<file path="config.mk">
export PLATFORM = sky130hd
export DESIGN_NAME = gppc_port0
export DESIGN_NICKNAME = d
export VERILOG_FILES = /design/src/rtl/gppc_pkg.sv /design/src/rtl/gppc_port0.sv /design/src/rtl/gppc_pin.sv
export VERILOG_INCLUDE_DIRS = /design/src /design/src/rtl
export SDC_FILE = /design/constraint.sdc
export NUM_CORES = 1
export LEC_CHECK = 0
export BUFFER_PORTS_ARGS = -buffer_cell sky130_fd_sc_hd__buf_4
export CAP_MARGIN = 20
export CORE_AREA = 2 2 123 125
export CTS_CLUSTER_DIAMETER = 150
export DETAILED_ROUTE_END_ITERATION = 8
export DIE_AREA = 0 0 125 127
export PLACE_DENSITY_LB_ADDON = 0.05
export SETUP_SLACK_MARGIN = 0.2
export SYNTH_ARGS = -nofsm -noshare
export SYNTH_HDL_FRONTEND = slang
export SYNTH_SLANG_ARGS = --single-unit
</file>
<file path="constraint.sdc">
create_clock -name CLK -period 6.1 [get_ports CLK]
set_clock_uncertainty 0.1 [all_clocks]
set_input_delay 0 -clock CLK [delete_from_list [all_inputs] [get_ports CLK]]
set_output_delay 0 -clock CLK [all_outputs]
set_load 0.02 [all_outputs]
</file>
<file path="src/rtl/gppc_cfg.svh">
/*
 * address map, reset values and bus codes of the port pin control block.
 * assumes a byte-addressed AXI4-Lite slave with 32-bit data.
 */
`ifndef GPPC_CFG_SVH
`define GPPC_CFG_SVH

// ***********************************
// register byte offsets
// ***********************************
`define GPPC_OFS_DATA 8'h00
`define GPPC_OFS_DIR 8'h04
`define GPPC_OFS_FMODE 8'h08
`define GPPC_OFS_FSEL 8'h0c
`define GPPC_OFS_FEXT 8'h10
`define GPPC_OFS_OTYPE 8'h14
`define GPPC_OFS_PULLUP 8'h18
`define GPPC_OFS_BITOP 8'h1c
`define GPPC_OFS_PINLVL 8'h20

// ***********************************
// reset values
// ***********************************
`define GPPC_RST_DATA 7'h00
`define GPPC_RST_DIR 7'h7e
`define GPPC_RST_ZERO 7'h00
`define GPPC_RST_OE 7'h01

// ***********************************
// bit operation word fields
// ***********************************
`define GPPC_BIT_PIN_LO 0
`define GPPC_BIT_SEL_LO 4
`define GPPC_BIT_VAL 8

// ***********************************
// bus answers
// ***********************************
`define GPPC_RESP_OKAY 2'h0
`define GPPC_RESP_SLVERR 2'h2

`endif

</file>
<file path="src/rtl/gppc_pkg.sv">
/*
 * types shared by the port pin control block.
 * assumes gppc_cfg.svh holds the numbers.
 */
`default_nettype none

package gppc_pkg;
  typedef logic [6:0] gppc_pins_t;
  typedef logic [7:0] gppc_addr_t;
  // target register of a single-bit write
  typedef enum logic [2:0] {
    GPPC_SEL_DATA,
    GPPC_SEL_DIR,
    GPPC_SEL_FMODE,
    GPPC_SEL_FSEL,
    GPPC_SEL_FEXT,
    GPPC_SEL_OTYPE,
    GPPC_SEL_PULLUP
  } gppc_bsel_e;
endpackage

`default_nettype wire

</file>
<file path="src/rtl/gppc_port0.sv">
/*
 * seven-pin general port 0 with AXI4-Lite register access.
 * assumes one clock, synchronous active-low reset, and an outside pad that
 * resolves PIN_OUT/PIN_OE and applies PIN_PULLUP.
 */
// Notes on behaviour
// RULE1: output port mode drives latch, reads latch
// RULE2: input mode: write latch only, read pin
// RULE3: alternate output read shows function or latch
// RULE4: alternate mode: peripheral owns pin, latch writable
// RULE5: latch keeps value until next write
// RULE6: direction bit per pin, 0 output
// RULE7: function-mode bit per pin, 1 alternate
// RULE8: per-pin selection bit picks alternate function
// RULE9: per-pin extension bit widens that choice
// RULE10: output-type bit, 1 open drain, resets zero
// RULE11: output type only matters in output direction
// RULE12: pull-up enable per pin, resets zero
// RULE13: software sets selection before function mode
// RULE14: every bit singly readable and writable
// RULE15: port 0 has seven pins
// RULE16: pin 0 drives low after reset
// RULE17: port 0 alternate routing: timer, nmi, irqs
// RULE18: pin levels pass two flip-flops first
`include "gppc_cfg.svh"
`default_nettype none

module gppc_port0 (
  // clock and reset
  input wire logic CLK,
  input wire logic RST_N,
  // write address and data
  input wire gppc_pkg::gppc_addr_t AWADDR,
  input wire logic AWVALID,
  output logic AWREADY,
  input wire logic [31:0] WDATA,
  input wire logic [3:0] WSTRB,
  input wire logic WVALID,
  output logic WREADY,
  // write response
  output logic [1:0] BRESP,
  output logic BVALID,
  input wire logic BREADY,
  // read
  input wire gppc_pkg::gppc_addr_t ARADDR,
  input wire logic ARVALID,
  output logic ARREADY,
  output logic [31:0] RDATA,
  output logic [1:0] RRESP,
  output logic RVALID,
  input wire logic RREADY,
  // pins
  input wire gppc_pkg::gppc_pins_t PIN_IN,
  output gppc_pkg::gppc_pins_t PIN_OUT,
  output gppc_pkg::gppc_pins_t PIN_OE,
  output gppc_pkg::gppc_pins_t PIN_PULLUP,
  // alternate functions
  input wire logic [1:0] TMR_H_OUT,
  output logic NMI_IN,
  output logic [3:0] EXT_IRQ_IN
);
  import gppc_pkg::*;

  // ***********************************
  // pin synchroniser
  // ***********************************
  gppc_pins_t pin_m_r;
  gppc_pins_t pin_s_r;

  always_ff @(posedge CLK) begin
    if (!RST_N) begin
      pin_m_r <= `GPPC_RST_ZERO;
      pin_s_r <= `GPPC_RST_ZERO;
    end else begin
      pin_m_r <= PIN_IN; // RULE18
      pin_s_r <= pin_m_r;
    end
  end

  // ***********************************
  // write channel
  // ***********************************
  logic aw_held_r, aw_held_nxt, w_held_r, w_held_nxt;
  logic awready_r, awready_nxt, wready_r, wready_nxt;
  logic bvalid_r, bvalid_nxt;
  logic [1:0] bresp_r, bresp_nxt;
  gppc_addr_t aw_addr_r, aw_addr_nxt;
  logic [31:0] w_data_r, w_data_nxt;
  logic w_strb_r, w_strb_nxt;
  logic do_wr, wr_hit;

  assign do_wr = aw_held_r & w_held_r;

  always_comb begin
    aw_addr_nxt = aw_addr_r;
    w_data_nxt = w_data_r;
    w_strb_nxt = w_strb_r;
    aw_held_nxt = aw_held_r;
    w_held_nxt = w_held_r;
    if (AWVALID & awready_r) begin
      aw_held_nxt = 1'b1;
      aw_addr_nxt = AWADDR;
    end
    if (WVALID & wready_r) begin
      w_held_nxt = 1'b1;
      w_data_nxt = WDATA;
      w_strb_nxt = WSTRB[0];
    end
    bvalid_nxt = bvalid_r & ~BREADY;
    bresp_nxt = bresp_r;
    if (do_wr) begin
      aw_held_nxt = 1'b0;
      w_held_nxt = 1'b0;
      bvalid_nxt = 1'b1;
      bresp_nxt = wr_hit ? `GPPC_RESP_OKAY : `GPPC_RESP_SLVERR;
    end
    // one write at a time: hold both channels until the answer is taken
    awready_nxt = ~aw_held_nxt & ~bvalid_nxt;
    wready_nxt = ~w_held_nxt & ~bvalid_nxt;
  end

  always_ff @(posedge CLK) begin
    if (!RST_N) begin
      aw_held_r <= 1'b0;
      w_held_r <= 1'b0;
      awready_r <= 1'b0;
      wready_r <= 1'b0;
      bvalid_r <= 1'b0;
      bresp_r <= `GPPC_RESP_OKAY;
      aw_addr_r <= 8'h00;
      w_data_r <= 32'h0000_0000;
      w_strb_r <= 1'b0;
    end else begin
      aw_held_r <= aw_held_nxt;
      w_held_r <= w_held_nxt;
      awready_r <= awready_nxt;
      wready_r <= wready_nxt;
      bvalid_r <= bvalid_nxt;
      bresp_r <= bresp_nxt;
      aw_addr_r <= aw_addr_nxt;
      w_data_r <= w_data_nxt;
      w_strb_r <= w_strb_nxt;
    end
  end

  // ***********************************
  // control registers
  // ***********************************
  gppc_pins_t latch_r, latch_nxt, dir_r, dir_nxt, fmode_r, fmode_nxt;
  gppc_pins_t fsel_r, fsel_nxt, fext_r, fext_nxt;
  gppc_pins_t otype_r, otype_nxt, pu_r, pu_nxt;
  logic latch_we;

  always_comb begin
    logic [2:0] bpin;
    logic bval;
    gppc_pins_t wv;
    gppc_pins_t bmask;
    bpin = w_data_r[`GPPC_BIT_PIN_LO +: 3];
    bval = w_data_r[`GPPC_BIT_VAL];
    wv = w_data_r[6:0];
    bmask = 7'h01 << bpin;
    latch_nxt = latch_r;
    dir_nxt = dir_r;
    fmode_nxt = fmode_r;
    fsel_nxt = fsel_r;
    fext_nxt = fext_r;
    otype_nxt = otype_r;
    pu_nxt = pu_r;
    latch_we = 1'b0;
    wr_hit = 1'b1;
    case (aw_addr_r)
      `GPPC_OFS_DATA, `GPPC_OFS_DIR, `GPPC_OFS_FMODE, `GPPC_OFS_FSEL,
      `GPPC_OFS_FEXT, `GPPC_OFS_OTYPE, `GPPC_OFS_PULLUP, `GPPC_OFS_BITOP,
      `GPPC_OFS_PINLVL: wr_hit = 1'b1;
      default: wr_hit = 1'b0;
    endcase
    if (do_wr & w_strb_r) begin
      case (aw_addr_r)
        `GPPC_OFS_DATA: begin
          latch_nxt = wv; // RULE2
          latch_we = 1'b1;
        end
        `GPPC_OFS_DIR: dir_nxt = wv; // RULE6
        `GPPC_OFS_FMODE: fmode_nxt = wv; // RULE7
        `GPPC_OFS_FSEL: fsel_nxt = wv; // RULE8
        `GPPC_OFS_FEXT: fext_nxt = wv; // RULE9
        `GPPC_OFS_OTYPE: otype_nxt = wv; // RULE10
        `GPPC_OFS_PULLUP: pu_nxt = wv; // RULE12
        `GPPC_OFS_BITOP: begin
          // a pin number of 7 touches nothing
          case (gppc_bsel_e'(w_data_r[`GPPC_BIT_SEL_LO +: 3])) // RULE14
            GPPC_SEL_DATA: begin
              latch_nxt = bval ? (latch_r | bmask) : (latch_r & ~bmask);
              latch_we = 1'b1;
            end
            GPPC_SEL_DIR: dir_nxt = bval ? (dir_r | bmask) : (dir_r & ~bmask);
            GPPC_SEL_FMODE: fmode_nxt = bval ? (fmode_r | bmask) : (fmode_r & ~bmask);
            GPPC_SEL_FSEL: fsel_nxt = bval ? (fsel_r | bmask) : (fsel_r & ~bmask);
            GPPC_SEL_FEXT: fext_nxt = bval ? (fext_r | bmask) : (fext_r & ~bmask);
            GPPC_SEL_OTYPE: otype_nxt = bval ? (otype_r | bmask) : (otype_r & ~bmask);
            GPPC_SEL_PULLUP: pu_nxt = bval ? (pu_r | bmask) : (pu_r & ~bmask);
            default: wr_hit = 1'b1;
          endcase
        end
        default: latch_we = 1'b0;
      endcase
    end
  end

  always_ff @(posedge CLK) begin
    if (!RST_N) begin
      latch_r <= `GPPC_RST_DATA;
      dir_r <= `GPPC_RST_DIR; // RULE16
      fmode_r <= `GPPC_RST_ZERO;
      fsel_r <= `GPPC_RST_ZERO;
      fext_r <= `GPPC_RST_ZERO;
      otype_r <= `GPPC_RST_ZERO;
      pu_r <= `GPPC_RST_ZERO;
    end else begin
      latch_r <= latch_nxt; // RULE5
      dir_r <= dir_nxt;
      fmode_r <= fmode_nxt;
      fsel_r <= fsel_nxt;
      fext_r <= fext_nxt;
      otype_r <= otype_nxt;
      pu_r <= pu_nxt;
    end
  end

  // ***********************************
  // per-pin drive and read-back
  // ***********************************
  gppc_pins_t alt_code0, alt_is_out, alt_val, drv_val, drv_oe, rd_val;

  // each pin of port 0 has one function, reached with selection code 00
  assign alt_code0 = ~fsel_r & ~fext_r; // RULE9
  assign alt_is_out = {5'h00, alt_code0[1:0]}; // RULE17
  assign alt_val = {5'h00, TMR_H_OUT & alt_code0[1:0]}; // RULE8

  genvar gi;
  generate
    for (gi = 0; gi < 7; gi++) begin : g_pin // RULE15
      gppc_pin u_pin (
        .latch(latch_r[gi]),
        .dir(dir_r[gi]),
        .fmode(fmode_r[gi]),
        .otype(otype_r[gi]),
        .alt_is_out(alt_is_out[gi]),
        .alt_val(alt_val[gi]),
        .pin_lvl(pin_s_r[gi]),
        .drv_val(drv_val[gi]),
        .drv_oe(drv_oe[gi]),
        .rd_val(rd_val[gi])
      );
    end
  endgenerate

  // ***********************************
  // pin and alternate outputs
  // ***********************************
  gppc_pins_t pin_out_r, pin_oe_r, pin_pu_r;
  logic nmi_r, nmi_nxt;
  logic [3:0] irq_r, irq_nxt;

  always_comb begin
    nmi_nxt = fmode_r[2] & alt_code0[2] & pin_s_r[2]; // RULE17
    irq_nxt = fmode_r[6:3] & alt_code0[6:3] & pin_s_r[6:3];
  end

  always_ff @(posedge CLK) begin
    if (!RST_N) begin
      pin_out_r <= `GPPC_RST_ZERO;
      pin_oe_r <= `GPPC_RST_OE; // RULE16
      pin_pu_r <= `GPPC_RST_ZERO;
      nmi_r <= 1'b0;
      irq_r <= 4'h0;
    end else begin
      pin_out_r <= drv_val; // RULE1
      pin_oe_r <= drv_oe;
      pin_pu_r <= pu_r; // RULE12
      nmi_r <= nmi_nxt;
      irq_r <= irq_nxt;
    end
  end

  // ***********************************
  // read channel
  // ***********************************
  logic arready_r, arready_nxt, rvalid_r, rvalid_nxt;
  logic [1:0] rresp_r, rresp_nxt;
  logic [31:0] rdata_r, rdata_nxt;

  always_comb begin
    gppc_pins_t rv;
    rv = `GPPC_RST_ZERO;
    rresp_nxt = rresp_r;
    rdata_nxt = rdata_r;
    rvalid_nxt = rvalid_r & ~RREADY;
    if (ARVALID & arready_r) begin
      rresp_nxt = `GPPC_RESP_OKAY;
      case (ARADDR)
        `GPPC_OFS_DATA: rv = rd_val; // RULE3
        `GPPC_OFS_DIR: rv = dir_r;
        `GPPC_OFS_FMODE: rv = fmode_r;
        `GPPC_OFS_FSEL: rv = fsel_r;
        `GPPC_OFS_FEXT: rv = fext_r;
        `GPPC_OFS_OTYPE: rv = otype_r;
        `GPPC_OFS_PULLUP: rv = pu_r;
        `GPPC_OFS_BITOP: rv = `GPPC_RST_ZERO;
        `GPPC_OFS_PINLVL: rv = pin_s_r; // RULE18
        default: rresp_nxt = `GPPC_RESP_SLVERR;
      endcase
      rdata_nxt = {25'h0000000, rv};
      rvalid_nxt = 1'b1;
    end
    // one read at a time
    arready_nxt = ~rvalid_nxt;
  end

  always_ff @(posedge CLK) begin
    if (!RST_N) begin
      arready_r <= 1'b0;
      rvalid_r <= 1'b0;
      rresp_r <= `GPPC_RESP_OKAY;
      rdata_r <= 32'h0000_0000;
    end else begin
      arready_r <= arready_nxt;
      rvalid_r <= rvalid_nxt;
      rresp_r <= rresp_nxt;
      rdata_r <= rdata_nxt;
    end
  end

  assign AWREADY = awready_r;
  assign WREADY = wready_r;
  assign BVALID = bvalid_r;
  assign BRESP = bresp_r;
  assign ARREADY = arready_r;
  assign RVALID = rvalid_r;
  assign RRESP = rresp_r;
  assign RDATA = rdata_r;
  assign PIN_OUT = pin_out_r;
  assign PIN_OE = pin_oe_r;
  assign PIN_PULLUP = pin_pu_r;
  assign NMI_IN = nmi_r;
  assign EXT_IRQ_IN = irq_r;

  gppc_pins_t port_drv;
  assign port_drv = ~fmode_r & ~dir_r & ~otype_r;
endmodule

`default_nettype wire

</file>
<file path="src/rtl/gppc_pin.sv">
/*
 * drive and read-back logic of one port pin, purely combinational.
 * assumes the caller registers the results and feeds synchronised pin levels.
 */
`default_nettype none

module gppc_pin (
  // control bits
  input wire logic latch,
  input wire logic dir,
  input wire logic fmode,
  input wire logic otype,
  // alternate function
  input wire logic alt_is_out,
  input wire logic alt_val,
  // pin
  input wire logic pin_lvl,
  output logic drv_val,
  output logic drv_oe,
  output logic rd_val
);
  logic src;

  always_comb begin
    // alternate input function in output mode leaves the pin undriven
    src = fmode ? alt_val : latch; // RULE4
    drv_oe = ~dir & (~fmode | alt_is_out); // RULE1
    drv_val = src;
    if (~dir & otype) begin // RULE11
      // open drain: only pull low, release for a one
      drv_oe = drv_oe & ~src; // RULE10
      drv_val = 1'b0;
    end
    if (dir) begin
      rd_val = pin_lvl; // RULE2
    end else if (fmode & alt_is_out) begin
      rd_val = alt_val; // RULE3
    end else begin
      rd_val = latch; // RULE1
    end
  end
endmodule

`default_nettype wire

</file>
# After elaboration in Yosys (flattened, before gate mapping)
# Cells that the tools add are included.
# Widths: inputs -> output; s select.
[classes] eq_ne=29 shifts=1 n_mux=57 bitwise_logic=85 reduce_logical=27
[ops] op="$mux 7" n=14
[ops] op="$pmux 7 s2" n=7
[ops] op="$eq 8x5->1 const B" n=8
[ops] op="$and 7x7->7" n=8
[ops] op="$pmux 7 s8" n=1
[ops] op="$or 7x7->7" n=7
[ops] op="$and 1x1->1" n=34
[ops] op="$mux 1" n=33
[ops] op="$eq 8x4->1 const B" n=4
[ops] op="$not 1->1" n=28
[ops] op="$not 7->7" n=3
[ops] op="$reduce_and 3->1" n=7
[ops] op="$reduce_or 9->1" n=2
[ops] op="$eq 8x3->1 const B" n=2
[ops] op="$eq 8x6->1 const B" n=2
[ops] op="$logic_not 8->1" n=2
[ops] op="$reduce_bool 2->1" n=7
[ops] op="$reduce_or 2->1" n=7
[ops] op="$ne 2x1->1 const B" n=6
[ops] op="$eq 3x3->1 const B" n=3
[ops] op="$and 4x4->4" n=2
[ops] op="$reduce_or 7->1" n=1
[ops] op="$shl 1x3->7 const A" n=1
[ops] op="$eq 3x2->1 const B" n=2
[ops] op="6 further kinds" n=8
[word_totals] reg_bits=125 inputBits=68 output_inout_bits=67

# Depth between registers and ports, before layout
[logic_depth] depth_word=7 ltp_mapped=7 mapped_depth_nobuf=4

# By module
# A second synthesis with hierarchy kept.
[hier_totals] cells_unflattened=656 hier_area_um2=6123.4
[by_module_without_submodules] mod="gppc_port0" n_inst=1 cells_per_inst=586 area_per_inst_um2=5580.4 seq_area_each_um2=2442.3
[by_module_without_submodules] mod="gppc_pin" n_inst=7 cells_per_inst=10 area_per_inst_um2=77.6 seq_area_each_um2=0.0

# Worst setup path after synthesis
# Ideal clock, no wire load.
[synth_timing] kind="flip-flop to flip-flop" startpoint="reg aw_addr_r[0]" endpoint="reg with a tool-made name" setup_ns=0.119 arrival_time_ns=1.880 required_ns=5.881 path_slack_ns=4.002 path_stages_with_launch=7 synth_period_minus_slack_ns=2.098 cell_sequence="dfxtp_1 or4_1 buf_2 buf_2 a2111o_1 buf_2 o221a_2"
[synth_rtl] element="from (decl)" line_no="gppc_port0.sv:87" source="gppc_addr_t aw_addr_r, aw_addr_nxt;"
[synth_rtl] element="from (signal assigned)" line_no="gppc_port0.sv:140" source="aw_addr_r <= aw_addr_nxt;"

==> metrics.md <==
| Metric | Value |
|---|---|
| Kind of critical path | `reg2reg` |
| Post-CTS Setup Inserts | `0` |
| CP max stage delay | `0.67 ns` |
| Crit path time final | `2.80 ns` |
| Fin Hold WS | `0.0153 ns` |
| Synth cell types | `69` |
| Fillcell total | `1,374` |
| Cells after synthesis | `620` |
| Vias | `5,288` |
| Worst-path clk slew | `0.05 ns` |
| Hold path start | `WVALID` |
| Combinational Power Share | `0.086` |
| P&R area growth vs syn | `29.5%` |
| CTS tree | `built` |
| Status | `finished, final reports clean` |
| Synth Register Bits | `122` |
| Post-synthesis async set-or-reset flop share | `0` |
| Detailed Route Iter0 Violations | `355` |
| Sequential share of power | `0.426` |
| DR vias/cell | `5.70` |
| Critical-path top delay cell | `nand4b_1` |
| Reg2Reg Launch Point | `aw_addr_r[2]$_SDFFE_PN0P_` |
| Sequential area share after synthesis | `0.427` |
| Drt first pass iters | `5` |
| Ys flop type | `dfxtp_1` |
| Total CTS buffers | `17` |
| Final Cell Area | `7410 um2` |
| GPL Wtd Cong | `0.809` |
| Sw Pwr | `456 uW` |
| P per Cell Area | `262 nW/um2` |
| Setup TNS | `0 ns` |
| Drt drc | `0` |
| Final setup vio count | `0` |
| Worst relative slew slack | `0.359` |
| Final slew viol count | `0` |
| Dpl hpwl | `11.6 mm` |
| Global-route wire length before repair | `26.9 mm` |
| Chip Height | `127 um` |
| Syn Area/Cell | `9.23 um2` |
| Boundary Pins | `135` |
| Clock root buffer | `clkbuf_16` |
| CTS resizes | `0` |
| Skew-Pair Late Insertion Delay | `0.41 ns` |
| Nets | `800` |
| Starting Density | `0.397` |
| Die area | `15,900 um2` |
| Hold path cells | `4` |
| CP required | `6.35 ns` |
| Final antenna-violating net count | `0` |
| Worst EP arrival | `3.06 ns` |
| Startpoint Class | `flip-flop` |
| Setup slack, reg-to-reg | `3.30 ns` |
| Max-Cap Viols | `0` |
| Number of global-route vias before repair | `5,009` |
| Post-Syn Area | `5720 um2` |
| Largest net degree at the start of global routing | `80` |
| CP Depth | `4` |
| Initial antenna violation count | `0` |
| Maximum VDD drop | `0.192 mV` |
| Synth area leaders | `dfxtp_1 43%, o221a_2 8.3%, nor3_1 3.6%, buf_4 3.5%, nand2_1 3.5%` |
| Clock power frac | `0.488` |
| Synth Warn # | `0` |
| GRT Total Usage | `0.214` |
| Chip Width | `125 um` |
| Synth area leader | `dfxtp_1` |
| Core area | `14,400 um2` |
| Placed Area | `6280 um2` |
| Leakage | `0.00286 uW` |
| Routed wire length | `16.8 mm` |
| Hold-fix buffers, CTS | `55` |
| Crit. End Element | `flip-flop` |
| Ratio of cells with drive above 1 in the final layout | `0.246` |
| RSZ-0062 raised after global routing | `no` |
| Avg WL per Cell | `18.1 um` |
| Cell Chain, Critical Path | `nand4b_1, or2_4, o21ai_1, o221a_2` |
| Synth top area share | `0.427` |
| Worst hold endpoint | `w_strb_r$_SDFFE_PN0P_` |
| Grt ovf | `0` |
| Measured slew at the worst slew-check pin | `0.962 ns` |
| CP top delay family | `simple AND/OR/NAND/NOR gates` |
| Worst-path fanout max | `14` |
| N_diodes | `0` |
| CP bufs+invs | `0` |
| Period utilisation layout | `0.460` |
| Port Buf Inserts | `80` |
| Worst Hold Class | `in2reg` |
| R2R depth | `4` |
| Clock sink total | `122` |
| Pint | `1490 uW` |
| Max Clk Rate | `357 MHz` |
| Row count | `44` |
| CTS Buffer Depth | `2` |
| Sw frac | `0.235` |
| CTS HTree Levels | `4` |
| Number of synthesized flops with an enable pin | `0` |
| Fin. Hold Viols | `0` |
-- stage by stage --
stage	util	setup WS (ns)	power (uW)	cells
detailed placement	0.435	3.22	983	841
finish	0.514	3.30	1940	928
floorplan	-	4.00	946	646
global placement	0.435	3.26	981	841
global route	0.514	3.21	2010	928
CTS	0.513	3.20	1950	927
-- metal layers --
layer	vias to the layer above	global-route usage	share of wire
li1	2530	-	-
met1	2548	0.289	0.46
met2	185	0.346	0.47
met3	25	0.0389	0.056
met4	0	0.0765	0.017
met5	-	0	0
-- tightest hold or removal path, delay by kind of cell --
kind | cells | cell delay, ns
buffers and inverters | 1 | 0.08
AO/OA/AOI/OAI | 1 | 0.07
AND/OR/NAND/NOR | 2 | 0.30
-- worst max path at each step --
stage / start / endpoint
after floorplan: aw_addr_r[0]$_SDFFE_PN0P_ / flip-flop
after global placement: aw_addr_r[0]$_SDFFE_PN0P_ / flip-flop
after detailed placement: aw_addr_r[0]$_SDFFE_PN0P_ / flip-flop
after CTS: aw_addr_r[0]$_SDFFE_PN0P_ / flip-flop
after global routing: aw_addr_r[2]$_SDFFE_PN0P_ / flip-flop
final: aw_addr_r[2]$_SDFFE_PN0P_ / flip-flop
-- logic make-up (layout without fill, tap and decap cells) --
family / Yosys count / count (layout) / synth area share
AND/OR/NAND/NOR: 221 / 221 / 0.209
AO/OA/AOI/OAI: 172 / 172 / 0.253
flip-flops: 122 / 122 / 0.427
buffers and inverters: 85 / 183 / 0.0761
multiplexers: 19 / 19 / 0.0348
other: 1 / 27 / 0.000655
-- cell usage in the layout (no fill, tap or decap), types with 4 or more instances in the layout --
| cell type | instances |
|---|---|
| nor4_1 | 15 |
| conb_1 | 27 |
| nor3_1 | 41 |
| clkinv_2 | 4 |
| dfxtp_1 | 122 |
| a22o_1 | 5 |
| a41oi_1 | 4 |
| o31a_1 | 4 |
| o21ai_1 | 8 |
| buf_4 | 81 |
| clkbuf_8 | 5 |
| nand2_1 | 54 |
| and3b_1 | 4 |
| nor4b_1 | 5 |
| a32oi_1 | 6 |
| a2111oi_0 | 8 |
| a311oi_2 | 4 |
| or2_2 | 7 |
| clkbuf_16 | 17 |
| o31ai_1 | 4 |
| mux2i_1 | 12 |
| dlygate4sd3_1 | 55 |
| nor2_1 | 25 |
| nand2b_1 | 6 |
| a21oi_1 | 32 |
| o221a_2 | 42 |
| inv_1 | 14 |
| or3b_2 | 4 |
| mux2_2 | 7 |
| o21ai_0 | 18 |
| nor2b_1 | 8 |
| and2_1 | 28 |
-- power groups by stage --
stage	clock network, uW	logic [uW]	registers [uW]
4_1_cts	961	165	827
5_1_grt	1000	181	830
3_5_place_dp	0	139	844
6_report	949	167	828
2_1_floorplan	0	107	839
3_3_place_gp	0	137	844
-- layout make-up --
cell class	instances	area (um2)	area share
clock buffers	24	502	0.0677
clock inverters	7	65.1	0.00878
inverters	15	56.3	0.00760
repair buffers	137	1170	0.158
multi-input cells	439	2940	0.397
well taps	184	230	0.0311
flip-flops and latches	122	2440	0.330
-- cell usage after synthesis, types with 4 or more instances --
library cell	count
dfxtp_1	122
nand2_1	54
o221a_2	42
nor3_1	41
clkbuf_1	33
a21oi_1	32
and2_1	28
buf_4	27
nor2_1	25
o21ai_0	18
nor4_1	15
inv_1	14
mux2i_1	12
a2111oi_0	8
nor2b_1	8
o21ai_1	8
mux2_2	7
or2_2	7
a32oi_1	6
buf_2	6
nand2b_1	6
a22o_1	5
nor4b_1	5
a311oi_2	4
a41oi_1	4
and3b_1	4
o31a_1	4
o31ai_1	4
or3b_2	4
Power figures use the tool's default switching activity.
